===== src/core/topr_pkg.sv =====
// Shared constants and types for the timer output pin block
package topr_pkg;
  // Register byte offsets on the APB side
  localparam logic [7:0] OFF_MODE = 8'h00;
  localparam logic [7:0] OFF_START = 8'h04;
  localparam logic [7:0] OFF_IOCTL = 8'h08;
  localparam logic [7:0] OFF_GRA = 8'h0C;
  localparam logic [7:0] OFF_GRB = 8'h10;
  localparam logic [7:0] OFF_GRC = 8'h14;
  localparam logic [7:0] OFF_GRD = 8'h18;
  localparam logic [7:0] OFF_COUNT = 8'h1C;
  localparam logic [7:0] OFF_STATUS = 8'h20;

  // Mode register field positions
  localparam int MODE_LSB = 0;
  localparam int CYC_LSB = 4;
  localparam int CLR_BIT = 6;
  localparam int BUFC_BIT = 8;
  localparam int BUFD_BIT = 9;

  // Pin control field: one nibble per pin, level bit above the action
  localparam int IO_FIELD_W = 4;
  localparam int IO_LEVEL_BIT = 2;

  // Values after reset
  localparam logic [3:0] PINS_RST = 4'h0;
  localparam logic [1:0] CYC_RST = 2'h0;

  // Operating modes; phase counting has four variants
  typedef enum logic [2:0] {
    MODE_NORMAL,
    MODE_PWM_ONE,
    MODE_PWM_TWO,
    MODE_PCM1,
    MODE_PCM2,
    MODE_PCM3,
    MODE_PCM4
  } topr_mode_t;

  // Highest legal mode code
  localparam logic [2:0] MODE_MAX = 3'h6;

  // Action taken by a pin on compare match
  typedef enum logic [1:0] {
    ACT_NONE,
    ACT_LOW,
    ACT_HIGH,
    ACT_TOGGLE
  } topr_act_t;

  // Per-pin output control
  typedef struct packed {
    logic level;
    topr_act_t action;
  } topr_io_t;

  // Mode register contents
  typedef struct packed {
    logic bufD;
    logic bufC;
    logic clrEn;
    logic [1:0] cycleSel;
    topr_mode_t mode;
  } topr_cfg_t;
endpackage


===== src/core/topr_timer_core.sv =====
// Overview of operation
// - Seven modes; any mode may follow any other.
// - Pin control write initialises selected pin levels.
// - Pulse mode one: B and D never initialised.
// - Pulse mode two: cycle pin never initialised.
// - Normal/mode two: buffered C/D pins not initialised.
// - Mode one: any C/D buffering blocks C init.
// - Reset leaves every timer output low.
// - Reset selects normal mode.
// - Initial high, low on match drives low.
// - Start bit runs counter; clearing it halts.
// - Reset and standby both drive pins low.
//
// The implementer's own choices: the APB slave port and the address map.
module topr_timer_core #(
  parameter int CNT_W = 16
) (
  input wire logic clk,
  input wire logic rst,
  input wire logic ce,
  input wire logic psel,
  input wire logic penable,
  input wire logic pwrite,
  input wire logic [7:0] paddr,
  input wire logic [31:0] pwdata,
  output logic [31:0] prdata,
  output logic pready,
  output logic pslverr,
  input wire logic standby,
  input wire logic phaseUp,
  input wire logic phaseDown,
  output logic [3:0] pinLevel,
  output logic running
);
  // Mode register and control
  topr_pkg::topr_cfg_t cfg;
  topr_pkg::topr_io_t ioCtl [4];
  logic [CNT_W-1:0] genReg [4];
  logic [CNT_W-1:0] count;

  // Decoded bus strobes
  logic access;
  logic wrEn;
  logic ioWr;
  logic cntWr;
  logic mapped;

  // Counter and pin helpers
  logic isPcm;
  logic tick;
  logic clearCnt;
  logic [3:0] match;
  logic [3:0] initOk;
  logic [3:0] next_pinLevel;
  logic [31:0] next_prdata;

  // Second edge of the access phase completes the transfer
  assign access = psel && penable && pready && ce;
  assign wrEn = access && pwrite;
  assign ioWr = wrEn && (paddr == topr_pkg::OFF_IOCTL);
  assign cntWr = wrEn && (paddr == topr_pkg::OFF_COUNT);

  // Address decode for the error answer
  always_comb begin
    if (paddr == topr_pkg::OFF_MODE) begin
      mapped = 1'b1;
    end else if (paddr == topr_pkg::OFF_START) begin
      mapped = 1'b1;
    end else if (paddr == topr_pkg::OFF_IOCTL) begin
      mapped = 1'b1;
    end else if (paddr >= topr_pkg::OFF_GRA && paddr <= topr_pkg::OFF_STATUS) begin
      mapped = (paddr[1:0] == 2'b00);
    end else begin
      mapped = 1'b0;
    end
  end

  // Phase counting ticks on each cycle with exactly one phase input high
  assign isPcm = cfg.mode >= topr_pkg::MODE_PCM1;
  assign tick = running && (!isPcm || (phaseUp ^ phaseDown));

  // Compare match only while the counter advances
  always_comb begin
    for (int i = 0; i < 4; i++) begin
      match[i] = tick && (count == genReg[i]);
    end
  end

  // Counter clear on the cycle register in pulse modes, and in normal mode with clear enabled
  assign clearCnt = match[cfg.cycleSel] && !isPcm &&
                    (cfg.mode != topr_pkg::MODE_NORMAL || cfg.clrEn);

  // Pins that a pin control write may set in the current mode
  always_comb begin
    initOk = 4'hF;
    case (cfg.mode)
      topr_pkg::MODE_PWM_ONE: begin
        initOk[1] = 1'b0;
        initOk[3] = 1'b0;
        initOk[2] = !(cfg.bufC || cfg.bufD);
      end
      topr_pkg::MODE_PWM_TWO: begin
        initOk[cfg.cycleSel] = 1'b0;
        if (cfg.bufC) begin
          initOk[2] = 1'b0;
        end
        if (cfg.bufD) begin
          initOk[3] = 1'b0;
        end
      end
      topr_pkg::MODE_NORMAL: begin
        initOk[2] = !cfg.bufC;
        initOk[3] = !cfg.bufD;
      end
      default: begin
        initOk = 4'hF;
      end
    endcase
  end

  // Level after a match action
  function automatic logic applyAct(topr_pkg::topr_act_t act, logic cur);
    logic res;
    res = cur;
    case (act)
      topr_pkg::ACT_LOW: res = 1'b0;
      topr_pkg::ACT_HIGH: res = 1'b1;
      topr_pkg::ACT_TOGGLE: res = !cur;
      default: res = cur;
    endcase
    return res;
  endfunction

  // Next pin levels: waveform, then init write, then standby
  always_comb begin
    topr_pkg::topr_io_t newIo;
    newIo = '0;
    next_pinLevel = pinLevel;
    for (int i = 0; i < 4; i++) begin
      case (cfg.mode)
        topr_pkg::MODE_PWM_ONE: begin
          // Pairs A/B and C/D each shape one pin
          if ((i == 0 || i == 2) && initOk[i]) begin
            if (match[i]) begin
              next_pinLevel[i] = applyAct(ioCtl[i].action, next_pinLevel[i]);
            end
            if (match[i | 1]) begin
              next_pinLevel[i] = applyAct(ioCtl[i | 1].action, next_pinLevel[i]);
            end
          end
        end
        topr_pkg::MODE_PWM_TWO: begin
          // Cycle match returns every duty pin to its start level
          if (initOk[i]) begin
            if (match[i]) begin
              next_pinLevel[i] = applyAct(ioCtl[i].action, next_pinLevel[i]);
            end
            if (match[cfg.cycleSel]) begin
              next_pinLevel[i] = ioCtl[i].level;
            end
          end
        end
        default: begin
          if (initOk[i] && match[i]) begin
            next_pinLevel[i] = applyAct(ioCtl[i].action, next_pinLevel[i]);
          end
        end
      endcase
      newIo = topr_pkg::topr_io_t'(pwdata[i*topr_pkg::IO_FIELD_W +: 3]);
      // Write lands on the pin at once, counter state aside
      if (ioWr && initOk[i] && newIo.action != topr_pkg::ACT_NONE) begin
        next_pinLevel[i] = newIo.level;
      end
    end
    if (standby) begin
      next_pinLevel = 4'h0;
    end
  end

  // Pin output latch
  always_ff @(posedge clk) begin
    if (rst) begin
      pinLevel <= topr_pkg::PINS_RST;
    end else if (ce) begin
      pinLevel <= next_pinLevel;
    end
  end

  // Mode register; codes above the last mode are dropped
  always_ff @(posedge clk) begin
    if (rst) begin
      cfg.mode <= topr_pkg::MODE_NORMAL;
      cfg.cycleSel <= topr_pkg::CYC_RST;
      cfg.clrEn <= 1'b0;
      cfg.bufC <= 1'b0;
      cfg.bufD <= 1'b0;
    end else if (wrEn && paddr == topr_pkg::OFF_MODE) begin
      if (pwdata[topr_pkg::MODE_LSB +: 3] <= topr_pkg::MODE_MAX) begin
        cfg.mode <= topr_pkg::topr_mode_t'(pwdata[topr_pkg::MODE_LSB +: 3]);
      end
      cfg.cycleSel <= pwdata[topr_pkg::CYC_LSB +: 2];
      cfg.clrEn <= pwdata[topr_pkg::CLR_BIT];
      cfg.bufC <= pwdata[topr_pkg::BUFC_BIT];
      cfg.bufD <= pwdata[topr_pkg::BUFD_BIT];
    end
  end

  // Count start bit
  always_ff @(posedge clk) begin
    if (rst) begin
      running <= 1'b0;
    end else if (wrEn && paddr == topr_pkg::OFF_START) begin
      running <= pwdata[0];
    end
  end

  // Pin control register; fields kept even for blocked pins
  always_ff @(posedge clk) begin
    if (rst) begin
      for (int i = 0; i < 4; i++) begin
        ioCtl[i] <= '0;
      end
    end else if (ioWr) begin
      for (int i = 0; i < 4; i++) begin
        ioCtl[i] <= topr_pkg::topr_io_t'(pwdata[i*topr_pkg::IO_FIELD_W +: 3]);
      end
    end
  end

  // General registers with buffer transfer on A and B matches
  always_ff @(posedge clk) begin
    if (rst) begin
      for (int i = 0; i < 4; i++) begin
        genReg[i] <= '1;
      end
    end else if (ce) begin
      for (int i = 0; i < 4; i++) begin
        if (wrEn && paddr == topr_pkg::OFF_GRA + 8'(4 * i)) begin
          genReg[i] <= pwdata[CNT_W-1:0];
        end else if (i < 2 && match[i] && (i == 0 ? cfg.bufC : cfg.bufD)) begin
          genReg[i] <= genReg[i ^ 2];
        end
      end
    end
  end

  // Counter: bus write beats clear, clear beats counting
  always_ff @(posedge clk) begin
    if (rst) begin
      count <= '0;
    end else if (cntWr) begin
      count <= pwdata[CNT_W-1:0];
    end else if (ce && tick) begin
      if (clearCnt) begin
        count <= '0;
      end else if (isPcm && phaseDown) begin
        count <= count - 1'b1;
      end else begin
        count <= count + 1'b1;
      end
    end
  end

  // Read data mux
  always_comb begin
    next_prdata = 32'h0000_0000;
    if (paddr == topr_pkg::OFF_MODE) begin
      next_prdata = {22'h0, cfg.bufD, cfg.bufC, 1'b0, cfg.clrEn, cfg.cycleSel, 1'b0, cfg.mode};
    end else if (paddr == topr_pkg::OFF_START) begin
      next_prdata[0] = running;
    end else if (paddr == topr_pkg::OFF_IOCTL) begin
      for (int i = 0; i < 4; i++) begin
        next_prdata[i*topr_pkg::IO_FIELD_W +: 3] = ioCtl[i];
      end
    end else if (paddr == topr_pkg::OFF_COUNT) begin
      next_prdata[CNT_W-1:0] = count;
    end else if (paddr == topr_pkg::OFF_STATUS) begin
      next_prdata[3:0] = pinLevel;
    end else if (paddr >= topr_pkg::OFF_GRA && paddr <= topr_pkg::OFF_GRD) begin
      next_prdata[CNT_W-1:0] = genReg[2'(paddr[4:2] - 3'd3)];
    end
  end

  // APB answer one cycle into the access phase, one wait state
  always_ff @(posedge clk) begin
    if (rst) begin
      pready <= 1'b0;
      pslverr <= 1'b0;
      prdata <= 32'h0000_0000;
    end else if (ce) begin
      pready <= psel && penable && !pready;
      pslverr <= psel && penable && !pready && !mapped;
      prdata <= (psel && penable && !pready && !pwrite) ? next_prdata : 32'h0000_0000;
    end
  end

  AST_RESET_LOW: assert property (@(posedge clk) rst |=> pinLevel == 4'h0)
    else $error("pins not low after reset");
  AST_RESET_MODE: assert property (@(posedge clk) rst |=> cfg.mode == topr_pkg::MODE_NORMAL)
    else $error("mode not normal after reset");
  AST_STANDBY_LOW: assert property (@(posedge clk) disable iff (rst)
    ce && standby |=> pinLevel == 4'h0)
    else $error("pins not low in standby");
  AST_INIT_NOW: assert property (@(posedge clk) disable iff (rst)
    ioWr && cfg.mode == topr_pkg::MODE_NORMAL && !standby && pwdata[1:0] != 2'b00
    |=> pinLevel[0] == $past(pwdata[2]) && ioCtl[0].level == pinLevel[0])
    else $error("pin A not initialised by write");
  AST_PULSE_WIDTH_MODE_ONE_BD_HOLD: assert property (@(posedge clk) disable iff (rst)
    ioWr && cfg.mode == topr_pkg::MODE_PWM_ONE && !standby
    |=> $stable(pinLevel[1]) && $stable(pinLevel[3]))
    else $error("pin B or D moved in pulse mode one");
  AST_PULSE_WIDTH_MODE_TWO_CYC_HOLD: assert property (@(posedge clk) disable iff (rst)
    ioWr && cfg.mode == topr_pkg::MODE_PWM_TWO && cfg.cycleSel == 2'h0 && !standby
    |=> $stable(pinLevel[0]))
    else $error("cycle pin moved in pulse mode two");
  AST_BUF_HOLD: assert property (@(posedge clk) disable iff (rst)
    ioWr && cfg.mode == topr_pkg::MODE_NORMAL && cfg.bufD && !standby && !match[3]
    |=> $stable(pinLevel[3]))
    else $error("buffered pin D initialised");
  AST_PULSE_WIDTH_MODE_ONE_C_HOLD: assert property (@(posedge clk) disable iff (rst)
    ioWr && cfg.mode == topr_pkg::MODE_PWM_ONE && (cfg.bufC || cfg.bufD) && !standby
    |=> $stable(pinLevel[2]))
    else $error("pin C initialised while buffered");
  AST_MATCH_LOW: assert property (@(posedge clk) disable iff (rst)
    ce && match[0] && cfg.mode == topr_pkg::MODE_NORMAL && !cfg.bufC
    && ioCtl[0].action == topr_pkg::ACT_LOW && !ioWr
    |=> pinLevel[0] == 1'b0)
    else $error("pin A not low after match");
  AST_COUNT_RUN: assert property (@(posedge clk) disable iff (rst)
    ce && running && cfg.mode == topr_pkg::MODE_NORMAL && !clearCnt && !cntWr
    ##1 !cntWr |-> count == $past(count, 1) + 1'b1)
    else $error("counter did not advance");
  AST_COUNT_HALT: assert property (@(posedge clk) disable iff (rst)
    !running && !cntWr |=> $stable(count))
    else $error("counter moved while stopped");
  AST_MODE_ANY: assert property (@(posedge clk) disable iff (rst)
    wrEn && paddr == topr_pkg::OFF_MODE && pwdata[2:0] <= topr_pkg::MODE_MAX
    |=> cfg.mode == $past(pwdata[2:0]))
    else $error("mode write not taken");
endmodule // topr_timer_core


===== config.mk =====
export PLATFORM = sky130hd
export DESIGN_NAME = topr_timer_core
export DESIGN_NICKNAME = d
export VERILOG_FILES = /design/src/core/topr_pkg.sv /design/src/core/topr_timer_core.sv
export SDC_FILE = /design/constraint.sdc
export NUM_CORES = 1
export LEC_CHECK = 0
export ABC_AREA = 0
export BUFFER_PORTS_ARGS = -buffer_cell sky130_fd_sc_hd__buf_2
export CORE_AREA = 2 2 142 144
export CTS_CLUSTER_SIZE = 16
export DETAILED_ROUTE_END_ITERATION = 10
export DIE_AREA = 0 0 144 146
export PLACE_DENSITY = 0.65
export SYNTH_ARGS = -nofsm -noshare
export SYNTH_HDL_FRONTEND = slang
export SYNTH_SLANG_ARGS = --single-unit

===== constraint.sdc =====
create_clock -name clk -period 4.5 [get_ports clk]
set_input_delay 0.45 -clock clk [delete_from_list [all_inputs] [get_ports clk]]
set_output_delay 0.45 -clock clk [all_outputs]
set_load 0.01 [all_outputs]

# Word-level counts from Yosys, hierarchy flattened
# Memories as Yosys holds them, arrays and structs flattened.
# Cells that the tools add are included.
[totals] reg_bits=63 ramBits=76 in_bits=49 out_inout_bits=39 word_cells=262 n_memories=2
[op_classes] n_addsub=3 order_cmp=7 n_eq_ne=36 n_mux=113 n_bitwise=12 reduce_logical=75
[memory_table] name="genReg" words=4 width=16 read_ports=5 rd_ports_with_merged_regs=0 wr=4 line_no="topr_timer_core.sv:38" text="logic [CNT_W-1:0] genReg [4];"
[memory_table] name="ioCtl" words=4 width=3 read_ports=4 rd_ports_with_merged_regs=0 wr=4 line_no="topr_timer_core.sv:37" text="topr_pkg::topr_io_t ioCtl [4];"
[op_table] op="2-to-1 mux 16 bit" count=14
[op_table] op="2-to-1 mux 1 bit" count=73
[op_table] op="equality test 16 bit" count=4
[op_table] op="logical AND 1 bit" count=41
[op_table] op="equality test 8 x 5 -> 1 bit (second input constant)" count=4
[op_table] op="2-to-1 mux 3 bit" count=8
[op_table] op="!= test 4 bit (second input constant)" count=6
[op_table] op="case mux 1 bit (3 select lines)" count=6
[op_table] op="adder 16 x 1 -> 16 bit (second input constant)" count=1
[op_table] op="equality test 2 bit (second input constant)" count=8
[op_table] op="equality test 8 x 4 -> 1 bit (second input constant)" count=2
[op_table] op="subtractor 16 x 1 -> 16 bit (second input constant)" count=1
[op_table] op="2-to-1 mux 15 bit" count=1
[op_table] op="logical NOT 1 bit" count=13
[op_table] op="2-to-1 mux 12 bit" count=1
[op_table] op="!= test 5 bit (second input constant)" count=2
[op_table] op="bitwise OR 1 bit" count=10
[op_table] op="case mux 1 bit (2 select lines)" count=5
[op_table] op="AND reduction 5 bit" count=2
[op_table] op="nonzero test 2 bit" count=5
[op_table] op="nonzero test 5 bit" count=2
[op_table] op="equality test 2 x 1 -> 1 bit (second input constant)" count=4
[op_table] op="equality test 8 x 3 -> 1 bit (second input constant)" count=1
[op_table] op="equality test 8 x 6 -> 1 bit (second input constant)" count=1
[op_table] op="25 further kinds" count=31

# Depth between registers and ports, before layout
[depth] depth_word=16 mapped_depth=14 ltp_nobuf=12

# Worst setup path before layout
# OpenSTA, ideal clock, no wires.
[synth_path] kind="input-to-reg" start="input paddr[2]" end="register prdata[5]" setup_time_ns=0.128 arrival_ns=3.464 t_required_ns=4.372 path_slack_ns=0.908 cell_stages=12 path_buffers=4 path_cell_list="clkbuf_1 -> buf_1 -> inv_1 -> ha_1 -> buf_2 -> buf_1 -> mux4_2 -> a221oi_1 -> nor3_1 -> a21oi_1 -> a2bb2oi_1 -> nor2_1"
[synth_between] elab_chain_len=9 elab_cells_between_ends=17 classes_between="add/sub: 1; order compare: 2; eq/ne: 4; mux: 7; reduce/logical: 2; memory: 1"
[synth_lines] item="start, declared" line_no="topr_timer_core.sv:24" text="input wire logic [7:0] paddr,"
[synth_lines] item="subtractor 2 bit, or another cell as far along" line_no="topr_timer_core.sv:280" text="next_prdata[CNT_W-1:0] = genReg[2'(paddr[4:2] - 3'd3)];"
[synth_lines] item="memory (4 x 16 bit) or logical AND 1 bit (tied branches)"
[synth_lines] item="2-to-1 mux 16 bit" line_no="topr_timer_core.sv:279" text="end else if (paddr >= topr_pkg::OFF_GRA && paddr <= topr_pkg::OFF_GRD) begin"
[synth_lines] item="2-to-1 mux 12 bit" line_no="topr_timer_core.sv:277" text="end else if (paddr == topr_pkg::OFF_STATUS) begin"
[synth_lines] item="2-to-1 mux 16 bit" line_no="topr_timer_core.sv:275" text="end else if (paddr == topr_pkg::OFF_COUNT) begin"
[synth_lines] item="2-to-1 mux 3 bit" line_no="topr_timer_core.sv:271" text="end else if (paddr == topr_pkg::OFF_IOCTL) begin"
[synth_lines] item="2-to-1 mux 15 bit" line_no="topr_timer_core.sv:269" text="end else if (paddr == topr_pkg::OFF_START) begin"
[synth_lines] item="2-to-1 mux 16 bit (*)" line_no="topr_timer_core.sv:267" text="if (paddr == topr_pkg::OFF_MODE) begin"
[synth_lines] item="2-to-1 mux 16 bit (*)" line_no="topr_timer_core.sv:293" text="prdata <= (psel && penable && !pready && !pwrite) ? next_prdata : 32'h0000_0000;"
[synth_lines] item="end signal, assigned" line_no="topr_timer_core.sv:293"
[synth_lines] item="end, declared" line_no="topr_timer_core.sv:26" text="output logic [31:0] prdata,"
# Every way passes the cells marked *; elsewhere a longest branch is shown, timed or not.
# A chain may end at the register's enable or synchronous reset.

# Worst setup path after layout
[layout_path] start="register count[2]" end="register count[10]"
[layout_between] elab_chain_len=9 elab_cells_between_ends=18 classes_between="add/sub: 2; eq/ne: 4; mux: 6; reduce/logical: 6"
[layout_lines] item="start, declared" line_no="topr_timer_core.sv:39" text="logic [CNT_W-1:0] count;"
[layout_lines] item="start signal, assigned" line_no="topr_timer_core.sv:252" text="count <= pwdata[CNT_W-1:0];"
[layout_lines] item="start signal, assigned" line_no="topr_timer_core.sv:257" text="count <= count - 1'b1;"
[layout_lines] item="start signal, assigned" line_no="topr_timer_core.sv:259" text="count <= count + 1'b1;"
[layout_lines] item="parallel branches: the longest is 6 deep, another holds adder 16 x 1 -> 16 bit"
[layout_lines] item="2-to-1 mux 16 bit (*)" line_no="topr_timer_core.sv:254" text="if (clearCnt) begin"
[layout_lines] item="2-to-1 mux 16 bit (*)" line_no="topr_timer_core.sv:253" text="end else if (ce && tick) begin"
[layout_lines] item="2-to-1 mux 16 bit (*)" line_no="topr_timer_core.sv:251" text="end else if (cntWr) begin"
# Mark *: on every way between the ends. The select of a mux whose other input is x is not followed.

==> run metrics <==
status=completed; worst setup path startpoint=count[2]; Synth Cell Area=around 8000 µm²; Initial DRC Count=976; GR Util met1=between 30% and 40%; NumNets Final=about 920; Final Cycle Share=around three quarters; CP Class=flop to flop; H-tree depth=4; P_int=between 0.002 and 0.0025 W; Die W=between 100 and 150 µm; worst vdd ir=around 0.21 mV; Hold Path Class=input port to flop; Synth Instances=around 840; Switch Pwr=a little under 0.0007 W; Worst setup EP type=flop; CTS max path bufs=2; chip height=146 µm; R2R setup slack=1100 ps; CTS Root Cell=clkbuf_16; Slew Limit Fails=0; final setup violation count=0; Hold Buf Count CTS=0; Compound-Gate Fraction of Synth Area=18.20%; initial antenna violation count=0; die area=around 21000 µm²; Routed WL=between 20000 and 30000 µm; critical path endpoint=count[10]; most frequent cells in the layout=edfxtp_1 (76), nor2_1 (69), buf_2 (55), nand2_1 (54), xnor2_1 (52); Post-synth EDFFs=76; setup bufs post-CTS=0; clock sink count=roughly 120; Area Growth Syn to Fin=11.69%; leakage power=approximately 2.8 nW; Yosys cell types=75; drt pass-1 iters=5; average routed wire per standard cell=22.71 µm; busiest grt layer=met2; largest net degree at the start of global routing=39; number of global-route vias before repair=6700; core area=19330 µm²; clock-pin slew on the worst setup and hold paths=~70 ps; Comb pwr share=a little over 6%; Worst EP required=~4800 ps; routing usage on met3=around 5.2%; combinational family with the most area after synthesis=simple AND/OR/NAND/NOR gates; post-synthesis xor/xnor area fraction=approximately 7.5%; grt ovf=0; Post-Synth Adder-Cell Area=less than 1%; fill cell count=around 1900; Final Skew=roughly 12 ps; commonest non-fill, non-tap cell in the layout=edfxtp_1; RSZ-0062 raised after global routing=no; io pins=just under 90; mux contribution to synthesized area=around 6.3%; Syn. warnings=0; first-pass GRT wire length=~39000 µm; Synth Area per Inst=9.529 µm²; Clk pwr share=just under 50%; worst slew pin tran=1078 ps; Max FO, Critical Path=15; Num CTS Buffers=17; Seq cells post-synth=about 120; register area share after synthesis=40.22%; Most used DFF post-synth=edfxtp_1; DRC=0; row count=51; total vias in the final route=6963; Switching Fraction=25.47%; Vias/cell=about 6; fmax=about 0.29 GHz; RR Endpoint=count[10]; initial core utilization=41.45%; final RePlAce weighted congestion=approximately 1.0; Critical Path AT=3730 ps; Max Cap Viol=0; Hold Startpoint=pwdata[15]; Slew headroom=27.56%; GRT Util Overall=around 25%; Worst R2R Path Depth=9; CP startpoint kind=flop; PortBufs=55; diode count=0; remaining antenna violation count=0; post-cts sizing count=0; clk_lat worst skew=about 440 ps; Util after Layout=a little under half; fraction of registers with async set/reset=0%; share of layout cells above drive strength 1=between 10% and 20%; setup_tns=0 ps; CTS tree=yes; Tmin final=between 3000 and 4000 ps; Flop pwr share=roughly 45%; Final Hold Vio Count=0; Crit Reg-Reg Startpoint=count[2]; Detailed Place HPWL=about 19000 µm; pwr/cell area=302.9 nW/µm²; simple logic cell fraction of the synthesized area=a little over a fifth; GRT met2 Usage=38.83%
==> registers in the layout, indices dropped and copies added, names as in the netlist <==
| register | flops |
|---|---|
| prdata | 16 |
| running | 1 |
| count | 16 |
| pinLevel | 4 |
| pslverr | 1 |
| genReg | 64 |
| ioCtl | 12 |
| pready | 1 |
| cfg | 8 |
==> power groups by stage <==
stage | Clock [W] | Combinational (W) | Sequential (W)
2_1_floorplan | 0 | 0.000102 | 0.00123
3_3_place_gp | 0 | 0.000164 | 0.00123
3_5_place_dp | 0 | 0.000166 | 0.00123
4_1_cts | 0.00134 | 0.000167 | 0.00121
5_1_grt | 0.00139 | 0.000180 | 0.00121
6_report | 0.00133 | 0.000169 | 0.00121
==> cells by family (layout without fill, tap and decap cells) <==
group,after synthesis,in the layout
muxes,29,29
AOI/OAI and AO/OA,200,200
DFF,123,123
adders and majority gates,5,5
and+or+nand+nor,319,319
xor gates and xnor gates,69,69
other,1,16
buffers and inverters,95,116
==> worst min path at each step <==
stage,to,cells after the start
after floorplan,cfg[5],2
after global placement,prdata[13],2
after detailed placement,prdata[0],2
after CTS,count[15],3
after global routing,count[15],3
final,count[15],3
==> metal layers <==
metal,vias to the layer above,wire length [µm]
li1,3183,-
met1,3326,10900
met2,370,11750
met3,84,2120
met4,0,1156
met5,-,0
==> area by class of cell <==
cell class,count,area [µm²],area share [%]
tap,265,331.6,3.704
clock buffer,17,425.4,4.753
inverter,11,41.29,0.4613
multi-input combinational,638,4379,48.92
clock inverter,15,140.1,1.566
timing repair buffer,73,410.4,4.585
sequential,123,3223,36.01
==> critical path, stage by stage (launching register included) <==
cell and delay (ps):
dfxtp_1 770, xnor2_1 230, nand4_1 150, or2_2 320
nor3_1 430, mux4_2 620, a211oi_2 120, buf_4 220
a32o_1 250, o21ba_1 160
==> through the flow <==
stage          cells  hold WS, ps  cell area (µm²)  setup slack (ps)  power (W)
6_report        1142        342.0             8951              1101   0.002711
5_1_grt         1142        346.4             8951             956.4   0.002782
4_1_cts         1142        338.6             8951              1152   0.002712
3_5_place_dp    1110        454.8             8386              1103   0.001400
3_3_place_gp    1110        450.5             8386              1116   0.001398
2_1_floorplan    856        450.3             8070             908.3   0.001334
==> cells in the mapped netlist, drive strengths merged (23+ instances only) <==
library cell	instances	area, µm²
a21oi	39	198.9
buf	46	284.0
clkbuf	38	142.6
dfxtp	47	940.9
edfxtp	76	2282
nand2	54	202.7
nand2b	23	143.9
nand4	33	206.5
nor2	70	265.3
nor3	37	195.2
o22a	34	297.8
xnor2	52	455.4
No activity file was read; power rests on OpenSTA's default activity.
